`config.mk`:
```
export PLATFORM = sky130hd
export DESIGN_NAME = islp_core
export DESIGN_NICKNAME = d
export VERILOG_FILES = /design/src/islp_pkg.sv /design/src/islp_fifo.sv /design/src/islp_core.sv
export VERILOG_INCLUDE_DIRS = /design/src
export SDC_FILE = /design/constraint.sdc
export NUM_CORES = 2
export LEC_CHECK = 0
export ABC_AREA = 0
export CORE_MARGIN = 3
export CORE_UTILIZATION = 46
export CTS_BUF_LIST = sky130_fd_sc_hd__clkbuf_8
export DETAILED_ROUTE_END_ITERATION = 16
export DONT_BUFFER_PORTS = 1
export HOLD_SLACK_MARGIN = 0.03
export SLEW_MARGIN = 10
export SYNTH_ARGS = -nofsm -noshare
export SYNTH_HDL_FRONTEND = slang
export SYNTH_SLANG_ARGS = --single-unit
```
`constraint.sdc`:
```
create_clock -name core_clk -period 8.4 [get_ports core_clk]
set_input_delay 1.68 -clock core_clk [delete_from_list [all_inputs] [get_ports core_clk]]
set_output_delay 1.68 -clock core_clk [all_outputs]
set_load 0.01 [all_outputs]
```
`src/islp_map.svh`:
```
/*
 Constants for the I/O sampling and line passing block: reset values and
 timing counts. Assumes a 20 MHz core clock.
*/
`ifndef ISLP_MAP_SVH
`define ISLP_MAP_SVH
`define ISLP_CLK_HZ 20000000
`define ISLP_MS_TICK_NS 1000000
`define ISLP_MS_CYCLES (`ISLP_MS_TICK_NS / 50)
`define ISLP_TENTH_MS 100
`define ISLP_PWM_PERIOD_US 64
`define ISLP_PWM_STEP_CYCLES ((`ISLP_PWM_PERIOD_US * 20) / 1024)
`define ISLP_SIGNAL_PWM_TIMER_RST 8'h28
`define ISLP_HOLD_TIMEOUT_RST 8'hff
`define ISLP_TIMER_ALWAYS_ON 8'hff
`define ISLP_ANY_SOURCE 64'h0000_0000_0000_ffff
`define ISLP_PASSING_OFF 64'hffff_ffff_ffff_ffff
`define ISLP_PWM_CFG_SIGNAL 2'h1
`define ISLP_PWM_CFG_PWM 2'h2
`endif

```
`src/islp_pkg.sv`:
```
/*
 Types for the I/O sampling and line passing block.
 Assumes the constants header is included where numbers are needed.
*/
package islp_pkg;
	typedef enum logic [1:0] {
		ISLP_IDLE,
		ISLP_FLUSH,
		ISLP_SEND
	} islp_send_state_t;
	typedef enum logic [1:0] {
		ISLP_KIND_PERIODIC,
		ISLP_KIND_CHANGE
	} islp_kind_t;
endpackage

```
`src/islp_fifo.sv`:
```
/*
 Parameterised FIFO holding outgoing samples.
 Assumes one clock, asynchronous active-high reset.
*/
`timescale 1ns/1ns
`default_nettype none
module islp_fifo #(
	parameter int WIDTH = 34,
	parameter int DEPTH = 32
) (
	// Clock and reset
	input wire logic core_clk,
	input wire logic reset,
	// Fill side
	input wire logic in_valid,
	output logic in_ready,
	input wire logic [WIDTH-1:0] in_data,
	// Drain side
	output logic out_valid,
	input wire logic out_ready,
	output logic [WIDTH-1:0] out_data
);
	localparam int AW = $clog2(DEPTH);
	logic [WIDTH-1:0] mem [DEPTH];
	logic [AW-1:0] wr_ptr, rd_ptr, next_wr_ptr, next_rd_ptr;
	logic [AW:0] count, next_count;
	logic push, pop;
	////////////////////////////////////////////////////////////////////////
	always_comb begin
		in_ready = (count != (AW+1)'(DEPTH));
		out_valid = (count != '0);
		out_data = mem[rd_ptr];
		push = in_valid && in_ready;
		pop = out_valid && out_ready;
		next_wr_ptr = push ? wr_ptr + AW'(1) : wr_ptr;
		next_rd_ptr = pop ? rd_ptr + AW'(1) : rd_ptr;
		next_count = count + (AW+1)'(push) - (AW+1)'(pop);
	end
	always_ff @(posedge core_clk or posedge reset) begin
		if (reset) begin
			wr_ptr <= '0;
			rd_ptr <= '0;
			count <= '0;
		end else begin
			wr_ptr <= next_wr_ptr;
			rd_ptr <= next_rd_ptr;
			count <= next_count;
		end
	end
	always_ff @(posedge core_clk) begin
		if (push) begin
			mem[wr_ptr] <= in_data;
		end
	end
endmodule // islp_fifo
`default_nettype wire

```
`src/islp_core.sv`:
```
/*
 I/O sampling, line passing, hold timeouts and PWM outputs.
 Assumes configuration ports are static from the core clock domain and the
 received sample strobe comes from same-clock logic; line pins are async.
*/
`include "islp_map.svh"
`timescale 1ns/1ns
`default_nettype none
module islp_core #(
	parameter int LINES = 8,
	parameter int FIFO_DEPTH = 32,
	parameter int MS_CYCLES = `ISLP_MS_CYCLES
) (
	// Clock and reset
	input wire logic core_clk,
	input wire logic reset,
	// Configuration
	input wire logic [15:0] change_monitor_mask,
	input wire logic [15:0] sample_interval,
	input wire logic [7:0] signal_pwm_timer,
	input wire logic [63:0] bound_source_address,
	input wire logic [63:0] line_hold_timeouts,
	input wire logic [7:0] pwm_hold_timeout,
	input wire logic [9:0] pwm_zero_duty,
	input wire logic [9:0] pwm_one_duty,
	input wire logic [1:0] pwm_zero_pin_config,
	input wire logic [1:0] pwm_one_pin_config,
	input wire logic sample_forward_enable,
	input wire logic [LINES-1:0] digital_input_enable,
	input wire logic [LINES-1:0] digital_output_enable,
	input wire logic [LINES-1:0] digital_default_level,
	input wire logic [1:0] analog_input_enable,
	// Local pins
	input wire logic [LINES-1:0] digital_line_pin,
	input wire logic [9:0] analog_channel_zero,
	input wire logic [9:0] analog_channel_one,
	output logic [LINES-1:0] digital_line_out,
	output logic pwm_output_zero,
	output logic pwm_output_one,
	// Outgoing samples
	output logic tx_valid,
	input wire logic tx_ready,
	output logic tx_change_only,
	output logic [LINES-1:0] tx_digital,
	output logic [9:0] tx_analog_zero,
	output logic [9:0] tx_analog_one,
	output logic sample_dropped,
	// Received samples
	input wire logic rx_valid,
	input wire logic [63:0] rx_source,
	input wire logic rx_to_us,
	input wire logic [LINES-1:0] rx_digital,
	input wire logic [9:0] rx_analog_zero,
	input wire logic [9:0] rx_analog_one,
	input wire logic [7:0] rx_signal_strength,
	output logic host_forward_valid
);
	localparam int WIDTH = 1 + LINES + 20;
	logic [LINES-1:0] pin_meta, pin_sync, prev_pins, next_prev_pins;
	logic [15:0] ms_div, next_ms_div, interval_cnt, next_interval_cnt;
	logic [6:0] tenth_cnt, next_tenth_cnt;
	logic ms_tick, tenth_tick, periodic_on, periodic_due, change_hit;
	logic q_valid, q_ready, q_change;
	logic [WIDTH-1:0] q_data;
	islp_pkg::islp_send_state_t state, next_state;
	////////////////////////////////////////////////////////////////////////
	// Pin synchroniser and time base
	always_ff @(posedge core_clk or posedge reset) begin
		if (reset) begin
			pin_meta <= '0;
			pin_sync <= '0;
		end else begin
			pin_meta <= digital_line_pin;
			pin_sync <= pin_meta;
		end
	end
	always_comb begin
		ms_tick = (ms_div == 16'(MS_CYCLES - 1));
		next_ms_div = ms_tick ? 16'h0000 : ms_div + 16'h0001;
		tenth_tick = ms_tick && (tenth_cnt == 7'(`ISLP_TENTH_MS - 1));
		next_tenth_cnt = tenth_tick ? 7'h00 : (ms_tick ? tenth_cnt + 7'h01 : tenth_cnt);
		periodic_on = (sample_interval != 16'h0000) && ((|digital_input_enable) || (|analog_input_enable));
		periodic_due = 1'b0;
		next_interval_cnt = interval_cnt;
		if (!periodic_on) begin
			next_interval_cnt = 16'h0000;
		end else if (ms_tick) begin
			if (interval_cnt + 16'h0001 >= sample_interval) begin
				periodic_due = 1'b1;
				next_interval_cnt = 16'h0000;
			end else begin
				next_interval_cnt = interval_cnt + 16'h0001;
			end
		end
		change_hit = |((pin_sync ^ prev_pins) & change_monitor_mask[LINES-1:0] & digital_input_enable);
		next_prev_pins = pin_sync;
	end
	always_ff @(posedge core_clk or posedge reset) begin
		if (reset) begin
			ms_div <= '0;
			tenth_cnt <= '0;
			interval_cnt <= '0;
			prev_pins <= '0;
		end else begin
			ms_div <= next_ms_div;
			tenth_cnt <= next_tenth_cnt;
			interval_cnt <= next_interval_cnt;
			prev_pins <= next_prev_pins;
		end
	end
	////////////////////////////////////////////////////////////////////////
	// Sample queue; a change waits for the queue to drain first
	always_comb begin
		next_state = state;
		q_valid = 1'b0;
		q_change = 1'b0;
		unique case (state)
			islp_pkg::ISLP_IDLE: begin
				if (change_hit) begin
					next_state = islp_pkg::ISLP_FLUSH;
				end else if (periodic_due) begin
					q_valid = 1'b1;
				end
			end
			islp_pkg::ISLP_FLUSH: begin
				if (!tx_valid) begin
					next_state = islp_pkg::ISLP_SEND;
				end
			end
			islp_pkg::ISLP_SEND: begin
				q_valid = 1'b1;
				q_change = 1'b1;
				if (q_ready) begin
					next_state = islp_pkg::ISLP_IDLE;
				end
			end
		endcase
		q_data = {q_change, pin_sync & digital_input_enable,
			q_change ? 10'h000 : (analog_input_enable[0] ? analog_channel_zero : 10'h000),
			q_change ? 10'h000 : (analog_input_enable[1] ? analog_channel_one : 10'h000)};
		sample_dropped = periodic_due && !(q_valid && q_ready);
	end
	always_ff @(posedge core_clk or posedge reset) begin
		if (reset) begin
			state <= islp_pkg::ISLP_IDLE;
		end else begin
			state <= next_state;
		end
	end
	islp_fifo #(.WIDTH(WIDTH), .DEPTH(FIFO_DEPTH)) u_fifo (
		.core_clk(core_clk),
		.reset(reset),
		.in_valid(q_valid),
		.in_ready(q_ready),
		.in_data(q_data),
		.out_valid(tx_valid),
		.out_ready(tx_ready),
		.out_data({tx_change_only, tx_digital, tx_analog_zero, tx_analog_one})
	);
	////////////////////////////////////////////////////////////////////////
	// Line passing with hold timers
	logic accept, pwm_output_zero_mode, pwm_output_one_mode;
	logic [LINES-1:0] held, next_held;
	logic [7:0] hold_cnt [LINES];
	logic [7:0] next_hold_cnt [LINES];
	logic [9:0] duty0, duty1, next_duty0, next_duty1;
	logic [7:0] pwm_cnt, next_pwm_cnt, sig_cnt, next_sig_cnt;
	logic [7:0] sig_duty, next_sig_duty;
	logic sig_on, next_sig_on, next_fwd;
	always_comb begin
		accept = rx_valid && rx_to_us && (bound_source_address != `ISLP_PASSING_OFF)
			&& ((bound_source_address == `ISLP_ANY_SOURCE) || (rx_source == bound_source_address));
		pwm_output_zero_mode = (pwm_zero_pin_config == `ISLP_PWM_CFG_PWM);
		pwm_output_one_mode = (pwm_one_pin_config == `ISLP_PWM_CFG_PWM);
		next_fwd = accept && sample_forward_enable;
		next_duty0 = pwm_output_zero_mode ? duty0 : pwm_zero_duty;
		next_duty1 = pwm_output_one_mode ? duty1 : pwm_one_duty;
		next_pwm_cnt = pwm_cnt;
		if (accept && (pwm_output_zero_mode || pwm_output_one_mode)) begin
			if (pwm_output_zero_mode) next_duty0 = rx_analog_zero;
			if (pwm_output_one_mode) next_duty1 = rx_analog_one;
			next_pwm_cnt = pwm_hold_timeout;
		end else if (tenth_tick && pwm_cnt != 8'h00 && pwm_hold_timeout != 8'h00) begin
			next_pwm_cnt = pwm_cnt - 8'h01;
			if (pwm_cnt == 8'h01) begin
				next_duty0 = pwm_zero_duty;
				next_duty1 = pwm_one_duty;
			end
		end
		next_sig_duty = sig_duty;
		next_sig_on = sig_on;
		next_sig_cnt = sig_cnt;
		if (rx_valid && rx_to_us) begin
			next_sig_duty = rx_signal_strength;
			next_sig_on = 1'b1;
			next_sig_cnt = signal_pwm_timer;
		end else if (signal_pwm_timer == `ISLP_TIMER_ALWAYS_ON) begin
			next_sig_cnt = sig_cnt;
		end else if (tenth_tick && sig_on) begin
			if (sig_cnt <= 8'h01) next_sig_on = 1'b0;
			else next_sig_cnt = sig_cnt - 8'h01;
		end
	end
	for (genvar i = 0; i < LINES; i++) begin : g_line
		logic next_out;
		always_comb begin
			next_held[i] = held[i];
			next_hold_cnt[i] = hold_cnt[i];
			if (accept) begin
				next_held[i] = rx_digital[i];
				next_hold_cnt[i] = line_hold_timeouts[8*i +: 8];
			end else if (tenth_tick && hold_cnt[i] != 8'h00 && line_hold_timeouts[8*i +: 8] != 8'h00) begin
				next_hold_cnt[i] = hold_cnt[i] - 8'h01;
				if (hold_cnt[i] == 8'h01) next_held[i] = digital_default_level[i];
			end
			next_out = digital_output_enable[i] ? next_held[i] : 1'b0;
		end
		always_ff @(posedge core_clk or posedge reset) begin
			if (reset) begin
				held[i] <= 1'b0;
				hold_cnt[i] <= 8'h00;
				digital_line_out[i] <= 1'b0;
			end else begin
				held[i] <= next_held[i];
				hold_cnt[i] <= next_hold_cnt[i];
				digital_line_out[i] <= next_out;
			end
		end
	end
	////////////////////////////////////////////////////////////////////////
	// PWM generation, 1024 duty steps (256 for the signal strength output) spread over a 64 us period
	localparam int PWM_PERIOD = `ISLP_PWM_PERIOD_US * (`ISLP_CLK_HZ / 1000000);
	logic [10:0] phase, next_phase, level0, level1, level_sig;
	logic next_pwm_zero, next_pwm_one;
	always_comb begin
		next_phase = (phase == 11'(PWM_PERIOD - 1)) ? 11'h000 : phase + 11'h001;
		// Duty scaled by 5/4 so the 1024 steps cover the whole period
		level0 = {1'b0, duty0} + {3'b000, duty0[9:2]};
		level1 = {1'b0, duty1} + {3'b000, duty1[9:2]};
		level_sig = {1'b0, sig_duty, 2'b00} + {3'b000, sig_duty};
		if (pwm_zero_pin_config == `ISLP_PWM_CFG_SIGNAL) begin
			next_pwm_zero = sig_on && (level_sig > phase);
		end else begin
			next_pwm_zero = pwm_output_zero_mode && ((duty0 == 10'h3ff) || (level0 > phase));
		end
		next_pwm_one = pwm_output_one_mode && ((duty1 == 10'h3ff) || (level1 > phase));
	end
	always_ff @(posedge core_clk or posedge reset) begin
		if (reset) begin
			duty0 <= '0;
			duty1 <= '0;
			pwm_cnt <= '0;
			sig_duty <= '0;
			sig_on <= 1'b0;
			sig_cnt <= `ISLP_SIGNAL_PWM_TIMER_RST;
			phase <= '0;
			host_forward_valid <= 1'b0;
			pwm_output_zero <= 1'b0;
			pwm_output_one <= 1'b0;
		end else begin
			duty0 <= next_duty0;
			duty1 <= next_duty1;
			pwm_cnt <= next_pwm_cnt;
			sig_duty <= next_sig_duty;
			sig_on <= next_sig_on;
			sig_cnt <= next_sig_cnt;
			phase <= next_phase;
			host_forward_valid <= next_fwd;
			pwm_output_zero <= next_pwm_zero;
			pwm_output_one <= next_pwm_one;
		end
	end
endmodule // islp_core
`default_nettype wire

```
==> flow_summary.json <==
{
  "syn-num-nets": 3356,
  "path_common_cell": "nand3_1",
  "synth_top_area_cell": "edfxtp_1",
  "insertion_delay_ns": 0.84,
  "synth_top_cell_area_share_pct": 56.15,
  "fill_cells": 8573,
  "port_buffers": 0,
  "relSlewSlack_pct": 17.66,
  "peakVddDrop_mv": 0.2817,
  "layout.cells.non_filler": 4548,
  "synth-edff-count": 928,
  "final_cell_mix": "edfxtp_1, mux4_2, dfrtp_1, clkbuf_8, nor2_1",
  "layout_setup_ws_ns": 2.125,
  "htreeDepth": 4,
  "r2r_slack_ns": 2.61,
  "seq_area_frac_synth_pct": 67.24,
  "maxCapViolCount": 0,
  "max_freq_mhz": 159.4,
  "overflow": 0,
  "outcome": "finished clean",
  "finalSetupTns_ns": 0,
  "grt_setup_unrepaired": "no",
  "grt_max_degree": 132,
  "ctsLongestPathBuffers": 3,
  "grt_pass1_wl_mm": 176.9,
  "skew_ns": 0.05219,
  "r2r-end": "u_fifo.mem[7][27]$_DFFE_PP_",
  "async_reset_ff_share_pct": 19.16,
  "gp_congestion": 0.8693,
  "antenna_found_initial": 2,
  "initial_core_util_pct": 46.75,
  "power_leakage_nw": 19.43,
  "die_h_um": 334.5,
  "cts.sinks": 1148,
  "first_iter_violations": 2217,
  "drive_above_1_share_pct": 22.38,
  "tightest_slew_ns": 1.235,
  "cts_root_buf": "clkbuf_8",
  "die-area_um2": 111900,
  "final_hold_viol_count": 0,
  "crit_required_ns": 6.72,
  "slew_violations": 0,
  "wire_per_inst_um": 26.11,
  "cts_setup_buffers": 0,
  "slowest_delay_ns": 0.60,
  "synth_cells": 2875,
  "post_cts_resized": 0,
  "worstSetupStartpointType": "flip-flop",
  "die_w_um": 334.5,
  "setup_violations": 0,
  "cts_tree": "done",
  "min_path_type": "flip-flop to flip-flop",
  "r2r-start": "interval_cnt[0]$_DFFE_PP0P_",
  "ys_types": 71,
  "worstRegToRegCells": 15,
  "synth_area_leaders": "edfxtp_1, mux4_2, dfrtp_1",
  "drt-total-wl_mm": 118.8,
  "power_density_nw_per_um2": 280.4,
  "crit_arrival_ns": 4.60,
  "synthToLayoutAreaGrowth_pct": 11.41,
  "drc": 0,
  "synth_area_um2": 49630,
  "cp-endpoint": "sample_dropped",
  "final_common_cell": "edfxtp_1",
  "crit_type": "flip-flop to output pin",
  "critPathCaptureType": "output pin",
  "drt_pass1_iterations": 5,
  "synth.avg_cell_area_um2": 17.26,
  "placed_cells": 4206,
  "first_global_vias": 28680,
  "synth-main-ff-cell": "edfxtp_1",
  "vias": 26830,
  "core_um2": 106200,
  "io_pins": 402,
  "critPathMaxFanout": 11,
  "viasPerCell": 5.899,
  "dp_slack_ns": 2.624,
  "yosys_warnings": 0,
  "antenna_left": 0,
  "nNetsFinal": 3485,
  "ys_ff_latch": 1148,
  "grtUsageTotal_pct": 21.26,
  "cts.reportedPaths.clkPinSlew_ns": 0.07,
  "cp-startpoint": "interval_cnt[0]$_DFFE_PP0P_",
  "hpwlAfterDp_mm": 72.55,
  "rows": 119,
  "path_cells": "ha_1, nand3_1, or2_2, nor2_1, and3_1, nand3_1, xnor2_1, ha_1, and4_1, nand3_1, o211ai_1, a32o_1, nor2_1",
  "post-route-period-util_pct": 74.70,
  "hold_ws_ns": 0.3491,
  "cts.hold.buffers_added": 0,
  "slowest_stage": "a32o_1",
  "post-route-util_pct": 52.09,
  "layout_min_cycle_time_ns": 6.275,
  "cts_made_buffers": 187
}
==> routing by layer <==
| layer | track usage (%) | share of wire (%) | vias up |
|---|---|---|---|
| li1 | - | - | 11670 |
| met1 | 28.01 | 41 | 13950 |
| met2 | 34.62 | 49 | 984 |
| met3 | 5.663 | 7.7 | 221 |
| met4 | 6.964 | 2.8 | 0 |
| met5 | 0 | 0 | - |
==> worst max-delay path, delay by kind of cell (launching register included) <==
kind | cells | cell delay (ns)
xor+xnor | 1 | 0.17
fa+ha+maj | 2 | 0.56
simple gates | 8 | 1.64
compound gates | 2 | 0.91
flops | 1 | 0.45
==> sequential cells by signal, indices dropped and copies added, names as in the netlist <==
| register | count |
|---|---|
| digital_line_out | 8 |
| duty0 | 10 |
| duty1 | 10 |
| held | 8 |
| hold_cnt | 64 |
| host_forward_valid | 1 |
| interval_cnt | 16 |
| ms_div | 16 |
| next_prev_pins | 8 |
| phase | 11 |
| pin_meta | 8 |
| prev_pins | 8 |
| pwm_cnt | 8 |
| pwm_output_one | 1 |
| pwm_output_zero | 1 |
| sig_cnt | 8 |
| sig_duty | 8 |
| sig_on | 1 |
| state | 2 |
| tenth_cnt | 7 |
| u_fifo.count | 6 |
| u_fifo.mem | 928 |
| u_fifo.rd_ptr | 5 |
| u_fifo.wr_ptr | 5 |
==> power breakdown <==
part / switching [mW] / internal, mW / total, mW
sequential: 0.250 / 6.50 / 6.75
clock: 2.19 / 2.51 / 4.70
combinational: 2.13 / 1.93 / 4.05
total: 4.56 / 10.9 / 15.5
==> worst min path at each step <==
stage	from	to	slack (ns)	cells after the start
CTS	pin_meta[1]$_DFF_PP0_	next_prev_pins[1]$_DFF_PP0_	0.35	0
floorplan	pin_meta[0]$_DFF_PP0_	next_prev_pins[0]$_DFF_PP0_	0.33	0
global placement	pin_meta[0]$_DFF_PP0_	next_prev_pins[0]$_DFF_PP0_	0.33	0
detailed placement	pin_meta[3]$_DFF_PP0_	next_prev_pins[3]$_DFF_PP0_	0.33	0
global route	pin_meta[1]$_DFF_PP0_	next_prev_pins[1]$_DFF_PP0_	0.35	0
finish	pin_meta[3]$_DFF_PP0_	next_prev_pins[3]$_DFF_PP0_	0.35	0
==> Yosys cell counts (20+ instances only) <==
| master | count |
|---|---|
| edfxtp_1 | 928 |
| mux4_2 | 290 |
| dfrtp_1 | 218 |
| nor2_1 | 176 |
| xor2_1 | 125 |
| ha_1 | 117 |
| a21oi_1 | 96 |
| nand2_1 | 89 |
| clkbuf_1 | 83 |
| xnor2_1 | 82 |
| inv_1 | 79 |
| mux2_2 | 63 |
| nor4_1 | 54 |
| nand3_1 | 52 |
| nand4_1 | 49 |
| and2_1 | 38 |
| nor3_1 | 37 |
| o21ai_0 | 36 |
| or4_1 | 23 |
| a21o_1 | 22 |
| a221o_1 | 21 |
| nor3b_1 | 20 |
==> area by class of cell <==
type / instances / area, um^2 / share of cell area (%)
multi-input combinational: 1540 / 15800 / 28.56
tap: 1391 / 1740 / 3.147
timing repair buffer: 48 / 422.9 / 0.7648
sequential: 1148 / 33390 / 60.39
clock inverter: 140 / 884.6 / 1.600
clock buffer: 200 / 2753 / 4.978
inverter: 79 / 304.0 / 0.5498
antenna: 2 / 5.005 / 0.009051
==> kinds of logic (layout without fill, tap and decap cells) <==
| family | after synthesis | in the layout | share of synthesized area [%] |
|---|---|---|---|
| fa+ha+maj | 121 | 121 | 3.111 |
| mux | 362 | 362 | 14.78 |
| xor+xnor | 207 | 207 | 3.653 |
| compound gates | 232 | 232 | 3.164 |
| simple gates | 618 | 618 | 6.615 |
| flops | 1148 | 1148 | 67.24 |
| buf+inv | 187 | 467 | 1.429 |
| other cells | 0 | 2 | 0 |
==> metrics by stage <==
stage               power (mW)  cell area (um^2)
finish                   15.50             55300
global route             16.24             55300
CTS                      15.73             55280
detailed placement       10.99             51650
global placement         10.91             51650
floorplan                9.726             49630
No activity file was read; power rests on OpenSTA's default activity.
